--- src/hdl/cdfe_defines.svh ---
// Constants for the counter input debounce front end
// Assumes a 50 ns core clock and a 48 MHz system timebase reference
`ifndef CDFE_DEFINES_SVH
`define CDFE_DEFINES_SVH

// ****************************************************************
// Clock and timebase
// ****************************************************************
`define CDFE_CLK_NS      50
`define CDFE_SYS_MHZ     48
`define CDFE_TICK_W      10

// ****************************************************************
// Debounce table
// ****************************************************************
`define CDFE_DB_MIN_NS   500
`define CDFE_DB_MAX_NS   25500000
`define CDFE_DB_W        20
`define CDFE_DB_LAST     4'hf

// ****************************************************************
// Counter terminal values and resets
// ****************************************************************
`define CDFE_MAX16       16'hffff
`define CDFE_MAX32       32'hffffffff
`define CDFE_CNT_RST     32'h00000000
`define CDFE_CHANNELS    4

`endif

--- src/hdl/cdfe_pkg.sv ---
// Types shared by the debounce stage and the front end top
// Assumes cdfe_defines.svh is compiled alongside
`include "cdfe_defines.svh"

package cdfe_pkg;

  typedef enum logic {CDFE_SETTLE, CDFE_PASS} cdfe_mode_type;

  typedef struct packed {
    logic          invert;
    logic          bypass;
    cdfe_mode_type mode;
    logic [3:0]    db_sel;
  } cdfe_ch_cfg_type;

  typedef struct packed {
    logic [1:0] map_sel;
    logic       gate_en;
    logic       map_clr_en;
    logic       map_latch;
    logic       sos_clr;
    logic       stop_top;
    logic       wide;
    logic       tick_src;
    logic [1:0] tick_sel;
  } cdfe_ctr_cfg_type;

  typedef struct packed {
    logic                  last;
    logic                  out;
    logic [`CDFE_DB_W-1:0] cnt;
  } cdfe_db_state_type;

  typedef struct packed {
    logic [3:0]                  sync1;
    logic [3:0]                  sync2;
    logic [3:0]                  deb_prev;
    logic [3:0]                  map_prev;
    logic [3:0][31:0]            cnt;
    logic [3:0][31:0]            snap;
    logic [3:0]                  snap_stb;
    logic [3:0][`CDFE_TICK_W-1:0] tick;
    logic [31:0]                 scan;
    logic                        run_prev;
    logic                        sos;
    logic                        first;
  } cdfe_top_state_type;

endpackage

--- src/hdl/cdfe_top.sv ---
// Counter input front end: pin sync, edge select, debounce, mapped
// channel, start of scan, terminal count and tick timebase, 4 channels
// Assumes ACQ_RUN, SCAN_PERIOD and configuration are on CORE_CLK
//
// Contract
// - Sixteen debounce times, 500 ns to 25.5 ms
// - Optional per-channel input inversion selects edge
// - Bypass ignores debounce time, keeps edge select
// - Settle mode: pass level after full hold
// - Settle mode: short disturbances give no output
// - Pass mode: accepted edge passes at once
// - Pass mode: edge accepted only after stability
// - Pass mode: after stability output equals input
// - Gate: count only while mapped signal high
// - Each counter muxes one of four channels
// - Mapped signal may gate or clear counter
// - Start-of-scan pulses once per scan period
// - Start-of-scan clears counters and latches value
// - Terminal count at 65535 or 4294967295 only
// - Optional stop at top, no wrap
// - Four tick sizes for time measurement
// - Ticks derived from 48 MHz clock period
// - Time measurements count elapsed ticks
// - First scan zeroes every counter
`timescale 1ns/1ps
`default_nettype none
`include "cdfe_defines.svh"

module cdfe_top
#(
  parameter int DB_MIN_CYC =
    (`CDFE_DB_MIN_NS + `CDFE_CLK_NS - 1) / `CDFE_CLK_NS,
  parameter int DB_MAX_CYC =
    (`CDFE_DB_MAX_NS + `CDFE_CLK_NS - 1) / `CDFE_CLK_NS
)
(
  input  wire logic                                CORE_CLK,
  input  wire logic                                RST,
  input  wire logic [3:0]                          CH_PIN,
  input  wire cdfe_pkg::cdfe_ch_cfg_type [3:0]     CH_CFG,
  input  wire cdfe_pkg::cdfe_ctr_cfg_type [3:0]    CTR_CFG,
  input  wire logic                                ACQ_RUN,
  input  wire logic [31:0]                         SCAN_PERIOD,
  output logic [3:0]                               DEB_OUT,
  output logic                                     SOS_PULSE,
  output logic [3:0][31:0]                         CTR_VALUE,
  output logic [3:0][31:0]                         CTR_SNAP,
  output logic [3:0]                               SNAP_STB,
  output logic [3:0]                               TERM_CNT
);

  // ****************************************************************
  // Timebase
  // ****************************************************************
  // Tick k is 10**k periods of the 48 MHz reference, floored to core
  // cycles; the shortest tick is coarser than intended at 20 MHz
  function automatic int tick_cyc(input int k);
    int p;
    int c;
    p = 1;
    for (int j = 0; j < k; j++)
      p = p * 10;
    c = (p * 1000) / (`CDFE_SYS_MHZ * `CDFE_CLK_NS);
    return (c < 1) ? 1 : c;
  endfunction

  localparam logic [3:0][`CDFE_TICK_W-1:0] TICK_LIM = {
    `CDFE_TICK_W'(tick_cyc(3)), `CDFE_TICK_W'(tick_cyc(2)),
    `CDFE_TICK_W'(tick_cyc(1)), `CDFE_TICK_W'(tick_cyc(0))};

  cdfe_pkg::cdfe_top_state_type s_q;
  cdfe_pkg::cdfe_top_state_type s_d;
  logic [3:0]                   deb;
  logic [3:0]                   din;
  logic [3:0][`CDFE_DB_W-1:0]   limit;
  logic [3:0]                   map_w;
  logic [3:0]                   hold_w;
  logic [3:0]                   clr_w;

  // ****************************************************************
  // Debounce per channel
  // ****************************************************************
  for (genvar g = 0; g < `CDFE_CHANNELS; g++)
  begin : g_ch
    assign din[g] = s_q.sync2[g] ^ CH_CFG[g].invert;
    assign limit[g] = (CH_CFG[g].db_sel == `CDFE_DB_LAST) ?
      `CDFE_DB_W'(DB_MAX_CYC) :
      `CDFE_DB_W'(DB_MIN_CYC << CH_CFG[g].db_sel);
    cdfe_debounce u_db
    (
      .clk      (CORE_CLK),
      .rst      (RST),
      .din_i    (din[g]),
      .bypass_i (CH_CFG[g].bypass),
      .mode_i   (CH_CFG[g].mode),
      .limit_i  (limit[g]),
      .out_o    (deb[g])
    );
  end

  // ****************************************************************
  // Next state
  // ****************************************************************
  always_comb
  begin
    logic wrap;
    logic run_rise;
    logic map_rise;
    logic in_rise;
    logic tick_hit;
    logic ev;
    logic tc;
    logic lat;
    s_d          = s_q;
    map_w        = '0;
    hold_w       = '0;
    clr_w        = '0;
    wrap         = 1'b0;
    run_rise     = 1'b0;
    map_rise     = 1'b0;
    in_rise      = 1'b0;
    tick_hit     = 1'b0;
    ev           = 1'b0;
    tc           = 1'b0;
    lat          = 1'b0;
    s_d.sync1    = CH_PIN;
    s_d.sync2    = s_q.sync1;
    s_d.deb_prev = deb;
    s_d.run_prev = ACQ_RUN;
    s_d.snap_stb = '0;

    // Scan timing
    run_rise = ACQ_RUN && !s_q.run_prev;
    wrap     = 33'(s_q.scan) + 33'h1 >= 33'(SCAN_PERIOD);
    if (!ACQ_RUN)
    begin
      s_d.scan  = '0;
      s_d.sos   = 1'b0;
      s_d.first = 1'b0;
    end
    else
    begin
      s_d.sos   = run_rise || wrap;
      s_d.first = run_rise;
      s_d.scan  = (run_rise || wrap) ? 32'h0 : 32'(s_q.scan + 32'h1);
    end

    // Counters
    for (int i = 0; i < `CDFE_CHANNELS; i++)
    begin
      map_w[i]        = deb[CTR_CFG[i].map_sel];
      s_d.map_prev[i] = map_w[i];
      map_rise        = map_w[i] && !s_q.map_prev[i];
      in_rise         = deb[i] && !s_q.deb_prev[i];
      tick_hit = s_q.tick[i] + `CDFE_TICK_W'h1 >=
        TICK_LIM[CTR_CFG[i].tick_sel];
      s_d.tick[i] = tick_hit ? '0 :
        `CDFE_TICK_W'(s_q.tick[i] + `CDFE_TICK_W'h1);
      ev = CTR_CFG[i].tick_src ? tick_hit : in_rise;
      tc = CTR_CFG[i].wide ? (s_q.cnt[i] == `CDFE_MAX32) :
        (s_q.cnt[i][15:0] == `CDFE_MAX16);
      clr_w[i] = (s_q.sos && s_q.first)
        || (s_q.sos && CTR_CFG[i].sos_clr)
        || (CTR_CFG[i].map_clr_en && map_rise);
      hold_w[i] = CTR_CFG[i].gate_en && !map_w[i];
      lat = CTR_CFG[i].map_latch ? map_rise : s_q.sos;
      if (lat)
      begin
        s_d.snap[i]     = s_q.cnt[i];
        s_d.snap_stb[i] = 1'b1;
      end
      // Clear wins over a count in the same cycle
      if (clr_w[i])
      begin
        s_d.cnt[i]  = `CDFE_CNT_RST;
        s_d.tick[i] = '0;
      end
      else if (ev && !hold_w[i] && !(tc && CTR_CFG[i].stop_top))
      begin
        if (CTR_CFG[i].wide)
          s_d.cnt[i] = 32'(s_q.cnt[i] + 32'h1);
        else
          s_d.cnt[i] = {16'h0, 16'(s_q.cnt[i][15:0] + 16'h1)};
      end
    end
  end

  always_ff @(posedge CORE_CLK or posedge RST)
  begin
    if (RST)
      s_q <= '0;
    else
      s_q <= s_d;
  end

  // ****************************************************************
  // Outputs
  // ****************************************************************
  assign DEB_OUT   = deb;
  assign SOS_PULSE = s_q.sos;
  assign CTR_VALUE = s_q.cnt;
  assign CTR_SNAP  = s_q.snap;
  assign SNAP_STB  = s_q.snap_stb;

  for (genvar t = 0; t < `CDFE_CHANNELS; t++)
  begin : g_tc
    assign TERM_CNT[t] = CTR_CFG[t].wide ?
      (s_q.cnt[t] == `CDFE_MAX32) : (s_q.cnt[t][15:0] == `CDFE_MAX16);
  end

  // ****************************************************************
  // Checks
  // ****************************************************************
  a_sos_single: assert property (@(posedge CORE_CLK) disable iff (RST)
    SOS_PULSE && ACQ_RUN && $stable(ACQ_RUN) && SCAN_PERIOD > 32'h1
    |=> !SOS_PULSE)
    else $error("start of scan longer than one cycle");
  a_sos_start: assert property (@(posedge CORE_CLK) disable iff (RST)
    $rose(ACQ_RUN) |=> SOS_PULSE && s_q.first)
    else $error("no start of scan after run");

  for (genvar a = 0; a < `CDFE_CHANNELS; a++)
  begin : g_chk
    a_gate_hold: assert property (@(posedge CORE_CLK) disable iff (RST)
      hold_w[a] && !clr_w[a] |=> $stable(CTR_VALUE[a]))
      else $error("gated counter moved");
    a_first_zero: assert property (@(posedge CORE_CLK) disable iff (RST)
      SOS_PULSE && s_q.first |=> CTR_VALUE[a] == `CDFE_CNT_RST)
      else $error("first scan did not zero counter");
    a_sos_latch: assert property (@(posedge CORE_CLK) disable iff (RST)
      SOS_PULSE && !CTR_CFG[a].map_latch
      |=> SNAP_STB[a] && CTR_SNAP[a] == $past(CTR_VALUE[a]))
      else $error("start of scan did not latch count");
    a_stop_top: assert property (@(posedge CORE_CLK) disable iff (RST)
      TERM_CNT[a] && CTR_CFG[a].stop_top && !clr_w[a]
      |=> $stable(CTR_VALUE[a]))
      else $error("counter wrapped at top");
  end

  // ****************************************************************
  // Scan and counter checks
  // ****************************************************************
  a_run_stop: assert property (@(posedge CORE_CLK) disable iff (RST)
    !ACQ_RUN |=> !SOS_PULSE)
    else $error("start of scan while stopped");
  a_first_flag: assert property (@(posedge CORE_CLK) disable iff (RST)
    s_q.first |-> SOS_PULSE)
    else $error("first scan flag without start of scan");

  for (genvar b = 0; b < `CDFE_CHANNELS; b++)
  begin : g_cnt_chk
    a_snap_keep: assert property (@(posedge CORE_CLK) disable iff (RST)
      !SNAP_STB[b] |-> $stable(CTR_SNAP[b]))
      else $error("latched count moved without strobe");

    a_latch_map: assert property (@(posedge CORE_CLK) disable iff (RST)
      CTR_CFG[b].map_latch && map_w[b] && !s_q.map_prev[b]
      |=> SNAP_STB[b] && CTR_SNAP[b] == $past(CTR_VALUE[b]))
      else $error("mapped edge did not latch count");

    a_map_clear: assert property (@(posedge CORE_CLK) disable iff (RST)
      CTR_CFG[b].map_clr_en && map_w[b] && !s_q.map_prev[b]
      |=> CTR_VALUE[b] == `CDFE_CNT_RST)
      else $error("mapped edge did not clear counter");

    a_sos_clear: assert property (@(posedge CORE_CLK) disable iff (RST)
      SOS_PULSE && CTR_CFG[b].sos_clr |=> CTR_VALUE[b] == `CDFE_CNT_RST)
      else $error("start of scan did not clear counter");

    // Modulo difference also covers the wrap from the top
    a_count_one: assert property (@(posedge CORE_CLK) disable iff (RST)
      CTR_CFG[b].wide && !clr_w[b]
      |=> 32'(CTR_VALUE[b] - $past(CTR_VALUE[b])) <= 32'h1)
      else $error("counter stepped by more than one");

    a_upper_zero: assert property (@(posedge CORE_CLK) disable iff (RST)
      !CTR_CFG[b].wide && CTR_VALUE[b][31:16] == 16'h0
      |=> CTR_VALUE[b][31:16] == 16'h0)
      else $error("narrow counter touched upper half");

    // A select change may leave one stale tick, so check once settled
    a_tick_range: assert property (@(posedge CORE_CLK) disable iff (RST)
      $stable(CTR_CFG[b].tick_sel)
      |-> s_q.tick[b] < TICK_LIM[CTR_CFG[b].tick_sel])
      else $error("tick prescaler beyond its limit");

    a_tick_only: assert property (@(posedge CORE_CLK) disable iff (RST)
      CTR_CFG[b].tick_src && !clr_w[b]
      && s_q.tick[b] + `CDFE_TICK_W'h1 < TICK_LIM[CTR_CFG[b].tick_sel]
      |=> $stable(CTR_VALUE[b]))
      else $error("tick counter moved between ticks");
  end

  c_gate_hold: cover property (@(posedge CORE_CLK) hold_w[0] && !clr_w[0]);
  c_term_cnt: cover property (@(posedge CORE_CLK) TERM_CNT[0]);
  c_map_clear: cover property (@(posedge CORE_CLK)
    CTR_CFG[1].map_clr_en && clr_w[1] && !SOS_PULSE);

endmodule // cdfe_top

`default_nettype wire

--- src/hdl/cdfe_debounce.sv ---
// One channel debounce stage: settle-then-pass, pass-then-settle, bypass
// Assumes din_i is already synchronised and edge-selected by the caller
`timescale 1ns/1ps
`default_nettype none
`include "cdfe_defines.svh"

module cdfe_debounce
(
  input  wire logic                  clk,
  input  wire logic                  rst,
  input  wire logic                  din_i,
  input  wire logic                  bypass_i,
  input  wire cdfe_pkg::cdfe_mode_type mode_i,
  input  wire logic [`CDFE_DB_W-1:0] limit_i,
  output logic                       out_o
);

  cdfe_pkg::cdfe_db_state_type s_q;
  cdfe_pkg::cdfe_db_state_type s_d;
  logic                        changed;
  logic                        stable;
  logic                        settle_act;
  logic                        pass_act;

  assign changed    = din_i != s_q.last;
  assign stable     = s_q.cnt >= limit_i;
  assign settle_act = !bypass_i && mode_i == cdfe_pkg::CDFE_SETTLE;
  assign pass_act   = !bypass_i && mode_i == cdfe_pkg::CDFE_PASS;
  assign out_o      = s_q.out;

  // ****************************************************************
  // Next state
  // ****************************************************************
  always_comb
  begin
    s_d      = s_q;
    s_d.last = din_i;
    // Saturate so a long quiet input never wraps back to unstable
    if (changed)
      s_d.cnt = '0;
    else if (!stable)
      s_d.cnt = `CDFE_DB_W'(s_q.cnt + `CDFE_DB_W'h1);
    if (bypass_i)
      s_d.out = din_i;
    else if (settle_act)
    begin
      if (stable && s_q.last != s_q.out)
        s_d.out = s_q.last;
    end
    else
    begin
      if (changed && stable)
        s_d.out = din_i;
      else if (stable && s_q.last != s_q.out)
        s_d.out = s_q.last;
    end
  end

  always_ff @(posedge clk or posedge rst)
  begin
    if (rst)
      s_q <= '0;
    else
      s_q <= s_d;
  end

  // ****************************************************************
  // Checks
  // ****************************************************************
  a_bypass_follow: assert property (@(posedge clk) disable iff (rst)
    !$past(rst) && $past(bypass_i) |-> out_o == $past(din_i))
    else $error("bypass output did not follow input");
  a_settle_pass: assert property (@(posedge clk) disable iff (rst)
    settle_act && stable && s_q.last != s_q.out |=> out_o == $past(s_q.last))
    else $error("settled level not passed");
  a_settle_reject: assert property (@(posedge clk) disable iff (rst)
    settle_act && !stable |=> $stable(out_o))
    else $error("unsettled input changed output");
  a_pass_edge: assert property (@(posedge clk) disable iff (rst)
    pass_act && stable && changed |=> out_o == $past(din_i))
    else $error("accepted edge not passed at once");
  a_pass_reject: assert property (@(posedge clk) disable iff (rst)
    pass_act && !stable |=> $stable(out_o))
    else $error("edge accepted without prior stability");
  c_pass_edge: cover property (@(posedge clk) pass_act && stable && changed);
  c_settle_done: cover property (@(posedge clk)
    settle_act && stable && s_q.last != s_q.out);

endmodule // cdfe_debounce

`default_nettype wire

--- config.mk ---
export PLATFORM = sky130hd
export DESIGN_NAME = cdfe_top
export DESIGN_NICKNAME = d
export VERILOG_FILES = /design/src/hdl/cdfe_pkg.sv /design/src/hdl/cdfe_top.sv /design/src/hdl/cdfe_debounce.sv
export VERILOG_INCLUDE_DIRS = /design/src /design/src/hdl
export SDC_FILE = /design/constraint.sdc
export NUM_CORES = 1
export LEC_CHECK = 0
export BUFFER_PORTS_ARGS = -buffer_cell sky130_fd_sc_hd__buf_4
export CORE_ASPECT_RATIO = 1.25
export CORE_UTILIZATION = 60
export DETAILED_ROUTE_END_ITERATION = 8
export PLACE_DENSITY = 0.93
export RECOVER_POWER = 25
export SETUP_SLACK_MARGIN = 0.4
export SLEW_MARGIN = 40
export SYNTH_ARGS = -nofsm -noshare
export SYNTH_HDL_FRONTEND = slang
export SYNTH_SLANG_ARGS = --single-unit
--- constraint.sdc ---
create_clock -name CORE_CLK -period 44.2 [get_ports CORE_CLK]
set_clock_uncertainty 0.1 [all_clocks]
set_input_delay 11.05 -clock CORE_CLK [delete_from_list [all_inputs] [get_ports CORE_CLK]]
set_output_delay 11.05 -clock CORE_CLK [all_outputs]
set_load 0.01 [all_outputs]
* Word level (Yosys, flattened, before mapping)
Index checks and enable logic that the tools add are counted.
Storage, ports and cells: register bits after elaboration 439, bits in latches 0, RAM bits 0, ROM bits 0, output and inout port bits 269, logic and storage cells 271, memories 0
Cells by class: add/subtract/negate cells 18, $mul 0, divide/modulo/power cells 0, $lt $le $gt $ge 17, equality and inequality tests 24, shifts and indexed selects 4, muxes and demuxes 83, bitwise logic cells 8, reductions and logical operators 84
Operators with widths (number):
- $mux W32 | 14
- $mux W20 | 12
- $add A32 B1 Y32 const B | 5
- $eq A32 B32 Y1 const B | 4
- $mux W10 | 12
- $add A20 B1 Y20 const B | 4
- $bmux W10 S2 | 4
- $ge A20 B20 Y1 | 4
- $shl A4 B4 Y20 const A | 4
- $add A16 B1 Y16 const B | 4
- $eq A16 B16 Y1 const B | 4
- $logic_and A1 B1 Y1 | 46
- $add A10 B1 Y10 const B | 4
- $ge A10 B10 Y1 | 4
- $mux W1 | 36
- $add A32 B1 Y33 const B | 1
- $ge A33 B32 Y1 | 1
- $logic_not A1 Y1 | 25
- $lt A2 B3 Y1 const B | 8
- $eq A4 B4 Y1 const B | 4
- $logic_or A1 B1 Y1 | 9
- $bmux W1 S2 | 4
- $ne A1 B1 Y1 | 8
- $ne A2 B1 Y1 const B | 4
- other kinds (4) | 13

* Longest topological paths before layout
Gate-level depths: netlist (run 1).
depth in word-level cells 9, depth in mapped cells 15, gate-level depth less buffers 14

* By module
A second synthesis (run 1) with hierarchy kept.
Second synthesis, totals: cell total of the unflattened synthesis 2990, area, all modules 27764.1 sq um
Modules (own cells, without submodules):
- cdfe_top | times used 1, cells each 2174, area an instance 20822.5 sq um
- cdfe_debounce | times used 4, cells each 204, area an instance 1735.4 sq um

* Worst setup path after synthesis (run 1)
No wires, ideal clock.
kind in2out, from input CTR_CFG[25] in the netlist's numbering, to output TERM_CNT[2], arrival time 12058 ps, required time 33050 ps, path slack 20992 ps, stages 4, cells stage by stage clkbuf_1 inv_1 or4_1 o21ai_0
Between the ends: cells in the longest elaborated chain, start to end 1
RTL lines:
- from (decl) | RTL line cdfe_top.sv:41 | input wire cdfe_pkg::cdfe_ctr_cfg_type [3:0] CTR_CFG,
- $mux W1 | RTL line cdfe_top.sv:207 | assign TERM_CNT[t] = CTR_CFG[t].wide ?
- to (decl) | RTL line cdfe_top.sv:49 | output logic [3:0] TERM_CNT
No other way between the ends.

* Worst setup path in the final report (run 1)
Same ends and word-level chain as after synthesis.

==> results.json, run 1 <==
{
  "status": "finished, violations left",
  "violations": "capacitance limit, slew limit",
  "fin_crit_ps": 23350,
  "start_util_pct": 60.7,
  "postSynthCellCount": 2828,
  "utilization_pct": 67.5,
  "htree_levels": 2,
  "grt.total_usage_pct": 30.2,
  "grt_max_degree": 167,
  "fill_cells": 3198,
  "ys.flop_type": "dfrtp_1",
  "syn2layout_area_growth_pct": 11.1,
  "routed_via_density": 6.39,
  "synth-edff-count": 0,
  "worstSetupPathType": "input pin to output port",
  "die_h_um": 238,
  "ys_types": 88,
  "insertion_delay_ps": 580,
  "rows": 86,
  "drv_cap": 4,
  "initialDrtViolationCount": 1470,
  "powerDensity_mw_per_mm2": 34.4,
  "syn-cell-area_mm2": 0.0268,
  "multi_input_area_mm2": 0.0131,
  "fin_nets": 3159,
  "end_kind": "output port",
  "yosys_warnings": 0,
  "crit_chain": "buf_4 -> inv_1 -> or4_1 -> o21ai_0 -> buf_4",
  "synth_most_common_cell": "dfrtp_1",
  "max_slew_margin_pct": -281,
  "max_freq_mhz": 42.8,
  "coreArea_mm2": 0.0441,
  "hold_path_class": "register to register",
  "die_width_um": 191,
  "cts_tree": "done",
  "cts_made_buffers": 46,
  "ys_ff_latch": 439,
  "start_kind": "input pin",
  "postRouteAntennaNets": 0,
  "cp_data_arrival_time_ps": 12200,
  "seqCellArea_mm2": 0.0110,
  "synth_area_leaders": "dfrtp_1 (41%), buf_4 (7.5%), ha_1 (6.6%)",
  "p_leak_nw": 14.0,
  "ys_seq_area_share_pct": 41.0,
  "clockBufferDepth": 3,
  "critPathTopFamily": "simple AND/OR/NAND/NOR gates",
  "setup_viol": 0,
  "synth_top_area_share_pct": 41.0,
  "gr-total-overflow": 0,
  "clk_transition_reported_paths_ps": 50,
  "drc": 0,
  "ir_drop_uv": 35.2,
  "synth_top_area_cell": "dfrtp_1",
  "hpwl_mm": 48.2,
  "slew_viol_final": 350,
  "drive_gt1_share_pct": 21.9,
  "crit_fanout": 20,
  "syn_area_per_cell_um2": 9.47,
  "fin_crit_sh_pct": 52.8,
  "ctsResizeCount": 0,
  "synthTopCellsByCount": "dfrtp_1 (439), buf_4 (266), nand2_1 (256)",
  "tightest_slew_ps": 5680,
  "io_pins": 380,
  "postCtsHoldBufs": 0,
  "antenna_found_initial": 4,
  "rsz0062_at_grt": "false",
  "async_flop_share_pct": 100,
  "placed_cell_area_mm2": 0.0282,
  "routed_wl_mm": 69.8,
  "vias": 22500,
  "design_area_mm2": 0.0298,
  "grt_pass1_wl_mm": 111,
  "tns_ps": 0,
  "cp_common_cell": "buf_4",
  "hold_viol": 0,
  "port_buffers": 379,
  "dieArea_mm2": 0.0455,
  "gp_congestion": 0.938,
  "worst_ep_required_time_ps": 33050,
  "post_cts_buffers": 0,
  "critPathSlowestCell": "or4_1",
  "cts-root-buf": "clkbuf_16",
  "grt_pass1_vias": 22200,
  "cts_sinks": 439,
  "total_power_mw": 1.02,
  "post_drt_wl_per_cell_um": 19.9,
  "worstPathBufferInverterCount": 3,
  "cp_slowest_stage_delay_ps": 520,
  "drtPass1Iterations": 6
}
-- path summary, 6_finish.rpt --
kind,depth (start not counted),startpoint,slack [ps],end
min reg2reg,0,s_d[345],250,s_q[345]
min in group asynchronous,2,RST,12130,CTR_SNAP[27]
max,5,CTR_CFG[25],20850,TERM_CNT[2]
max reg2reg,14,s_q[3],39630,s_q[17]
max in group asynchronous,3,RST,25970,CTR_VALUE[125]
min,0,s_d[345],250,s_q[345]
-- layout by cell type, fill, tap and decap left out, drive strengths merged, types with 89 or more instances in the layout --
cell type / netlist / final
dfrtp: 439 / 439
buf: 290 / 383
nand2: 256 / 256
a21oi: 178 / 178
ha: 141 / 141
nand3: 136 / 136
nor2: 130 / 130
o21ai: 128 / 128
mux2: 120 / 120
inv: 99 / 98
nand4: 89 / 89
-- area by class of cell --
cell class	instances	area share, %
clock inverter	18	0.605
timing repair buffer	400	10.1
sequential	439	36.9
antenna	1	0.00841
clock buffer	66	4.60
tap	572	2.40
multi-input combinational	1921	44.1
inverter	99	1.25
-- layer usage --
layer | GRT usage, % | routed length [µm] | share of wire, % | up-vias
met1 | 34.1 | 25400 | 36 | 10900
li1 | - | - | - | 10100
met5 | 0 | 32 | 0.046 | -
met3 | 6.09 | 5500 | 7.9 | 272
met4 | 13.9 | 3260 | 4.7 | 4
met2 | 54.3 | 35600 | 51 | 1181
-- through the flow --
| stage | hold WS [ps] | setup WS [ps] | instances |
|---|---|---|---|
| global placement | 232 | 20860 | 3425 |
| global route | 251 | 20790 | 3515 |
| CTS | 248 | 20870 | 3514 |
| detailed placement | 236 | 20870 | 3430 |
| finish | 248 | 20850 | 3516 |
| floorplan | 231 | 20820 | 2831 |
-- worst reg2reg max path: stages, from the launching register on --
cell	delay, ps
dfrtp_1	420
ha_1	250
nand4_1	160
nor3_2	430
nand2_1	230
nor3_1	420
nand4_1	180
xnor2_1	230
ha_1	280
a21o_1	190
a211oi_1	270
o41ai_1	150
a31oi_1	260
nand3_2	560
nor2b_1	350
-- cells by family after synthesis --
logic type	synth area share, %
and+or+nand+nor	20.1
muxes	5.70
DFF	41.0
AOI/OAI and AO/OA	12.7
xor gates and xnor gates	3.33
adders and majority gates	6.59
buffers and inverters	10.6
other	0.0140
-- state kept, by name (all words and copies together) (netlist names) --
signal and flops:
CTR_SNAP 128, CTR_VALUE 128, s_q 86, g_ch.u_db.s_q 84
SNAP_STB 4, g_ch.u_db.out_o 4, s_d 4, SOS_PULSE 1
-- power breakdown --
group,internal (mW),switching [mW],leakage (nW)
combinational,0.0673,0.104,7.22
sequential,0.422,0.0286,6.01
clock,0.233,0.168,0.762
total,0.723,0.301,14.0
Note: power is estimated with default switching activity, not from simulation.
==> run 2, diff against run 1 <==
ABC_AREA = 1   (was default)
CORE_UTILIZATION = 59   (was 60)
PLACE_DENSITY = 0.91   (was 0.93)
clock period = 22.3 ns   (was 44.2 ns; I/O delays follow)
==> results.json, run 2 <==
{
  "synth_fa_ha_area_share_pct": 5.98,
  "htree_levels": 2,
  "postRouteAntennaNets": 1,
  "violations": "antenna rules, capacitance limit, slew limit",
  "comb_power_share_pct": 21.7,
  "drive_gt1_share_pct": 15.0,
  "synth-simple-area-share_pct": 29.3,
  "die_h_um": 252,
  "grt.total_usage_pct": 30.3,
  "synth_top_family_by_area": "simple AND/OR/NAND/NOR gates",
  "final_common_cell": "nand2_1",
  "cp_slowest_stage_delay_ps": 3780,
  "cts-root-buf": "clkbuf_16",
  "powerDensity_mw_per_mm2": 69.6,
  "clk_transition_reported_paths_ps": 60,
  "drv_cap": 3,
  "port_buffers": 379,
  "crit_fanout": 135,
  "gr-total-overflow": 0,
  "syn_area_per_cell_um2": 7.68,
  "coreArea_mm2": 0.0493,
  "synth_area_leaders": "dfrtp_1 (37%), nand2_1 (9.5%), buf_4 (6.7%)",
  "drc": 0,
  "start_kind": "input pin",
  "hold_path_class": "register to register",
  "p_sw_mw": 0.715,
  "hold_viol": 0,
  "tns_ps": 0,
  "postCtsHoldBufs": 0,
  "start_util_pct": 59.8,
  "multi_input_area_mm2": 0.0145,
  "synthTopCellsByCount": "nand2_1 (749), nor2_1 (462), dfrtp_1 (439)",
  "antenna_found_initial": 5,
  "p_leak_nw": 16.8,
  "routed_wl_mm": 78.1,
  "ys_types": 52,
  "async_flop_share_pct": 100,
  "ys.flop_type": "dfrtp_1",
  "ctsResizeCount": 0,
  "cp.depth": 3,
  "vias": 26100,
  "worst_ep_required_time_ps": 21660,
  "crit_start": "RST",
  "io_pins": 380,
  "ys_ff_latch": 439,
  "seqCellArea_mm2": 0.0110,
  "synth_top_area_share_pct": 37.3,
  "syn2layout_area_growth_pct": 10.1,
  "rows": 91,
  "drtPass1Iterations": 8,
  "design_area_mm2": 0.0325,
  "end_kind": "asynchronous set/reset pin",
  "synth_most_common_cell": "nand2_1",
  "r2r_end": "s_q[30]",
  "reg2reg_depth": 19,
  "worst-r2r-setup-slack_ps": 18190,
  "initialDrtViolationCount": 2135,
  "setup_viol": 0,
  "max_freq_mhz": 73.3,
  "internal-power_mw": 1.54,
  "grt_max_degree": 136,
  "post_cts_buffers": 0,
  "crit_chain": "clkbuf_4 -> clkinvlp_2 -> clkbuf_1",
  "slew_viol_final": 299,
  "synth_top_area_cell": "dfrtp_1",
  "power.share.clock_pct": 35.5,
  "clockBufferDepth": 3,
  "grt_pass1_wl_mm": 126,
  "cts_made_buffers": 46,
  "insertion_delay_ps": 590,
  "synthMuxAreaShare_pct": 2.66,
  "synth-edff-count": 0,
  "hpwl_mm": 57.0,
  "layout_common_cells": "nand2_1 (749), nor2_1 (462), dfrtp_1 (439)",
  "routed_via_density": 5.67,
  "crit_path_end": "g_ch[1].u_db.s_q[7]",
  "worstSetupPathType": "input pin to asynchronous set/reset pin",
  "rsz0062_at_grt": "false",
  "max_slew_margin_pct": -312,
  "fin_nets": 4161,
  "placed_cell_area_mm2": 0.0309,
  "cts_tree": "done",
  "status": "finished, violations left",
  "ys_seq_area_share_pct": 37.3,
  "critPathSlowestCell": "clkbuf_1",
  "cts_sinks": 439,
  "swShare_pct": 31.6,
  "postSynthCellCount": 3839,
  "fin_crit_ps": 13640,
  "synth-compound-area-share_pct": 4.34,
  "critPathTopFamily": "buffers and inverters",
  "fin_crit_sh_pct": 61.2,
  "gp_congestion": 0.972,
  "ir_drop_uv": 60.2,
  "tightest_slew_ps": 6150,
  "fill_cells": 3889,
  "seqPwrFrac_pct": 42.8,
  "worstPathBufferInverterCount": 3,
  "syn-cell-area_mm2": 0.0295,
  "yosys_warnings": 0,
  "post_drt_wl_per_cell_um": 17.0,
  "total_power_mw": 2.26,
  "grt_pass1_vias": 25300,
  "synth_xor_area_share_pct": 6.35,
  "r2r-start": "s_q[3]",
  "cp_data_arrival_time_ps": 13000,
  "die_width_um": 202,
  "dieArea_mm2": 0.0509
}
[run 2: cell families (layout without fill, tap and decap cells)]
family                     count (synthesis)  count (layout)
AOI/OAI and AO/OA                        232             232
xor gates and xnor gates                 213             213
adders and majority gates                141             141
buffers and inverters                    807             908
DFF                                      439             439
muxes                                     70              70
other                                      1              10
and+or+nand+nor                         1936            1936
[run 2: power by group through the flow]
stage	Combinational, mW	Sequential (mW)	Clock [mW]
4_1_cts	0.491	0.963	0.812
6_report	0.491	0.966	0.802
5_1_grt	0.540	0.976	0.840
2_1_floorplan	0.390	0.946	0
3_3_place_gp	0.469	0.972	0
3_5_place_dp	0.485	0.976	0
[run 2: area by class of cell]
type | instances | area share [%]
multi-input cells | 2596 | 44.5
flip-flops and latches | 439 | 33.8
repair buffers | 401 | 9.30
inverters | 425 | 4.92
clock buffers | 61 | 4.09
well taps | 651 | 2.51
clock inverters | 21 | 0.771
diodes | 6 | 0.0463
[run 2: worst min path at each step]
stage,start,endpoint,slack (ps),depth (start not counted)
2_1_floorplan,s_d[343],s_q[343],230,0
5_1_grt,s_d[346],s_q[346],260,0
4_1_cts,s_d[346],s_q[346],250,0
3_3_place_gp,s_d[346],s_q[346],230,0
3_5_place_dp,s_d[346],s_q[346],230,0
6_report,s_d[346],s_q[346],250,0
[run 2: through the flow]
step / setup slack (ps) / hold slack [ps] / utilization [%] / std cells
6_report: 8660 / 248 / 65.8 / 4600
5_1_grt: 6920 / 259 / 65.8 / 4595
4_1_cts: 10130 / 249 / 65.9 / 4593
3_5_place_dp: 10140 / 235 / 62.7 / 4511
3_3_place_gp: 10140 / 233 / 62.6 / 4510
2_1_floorplan: 4390 / 231 / - / 3842
[run 2: layer usage]
layer	vias up	share of wire, %	GRT usage [%]
met1	12300	39	36.6
met3	258	7.8	5.22
li1	12400	-	-
met2	1169	49	52.8
met4	2	4.4	13.6
met5	-	0.017	0
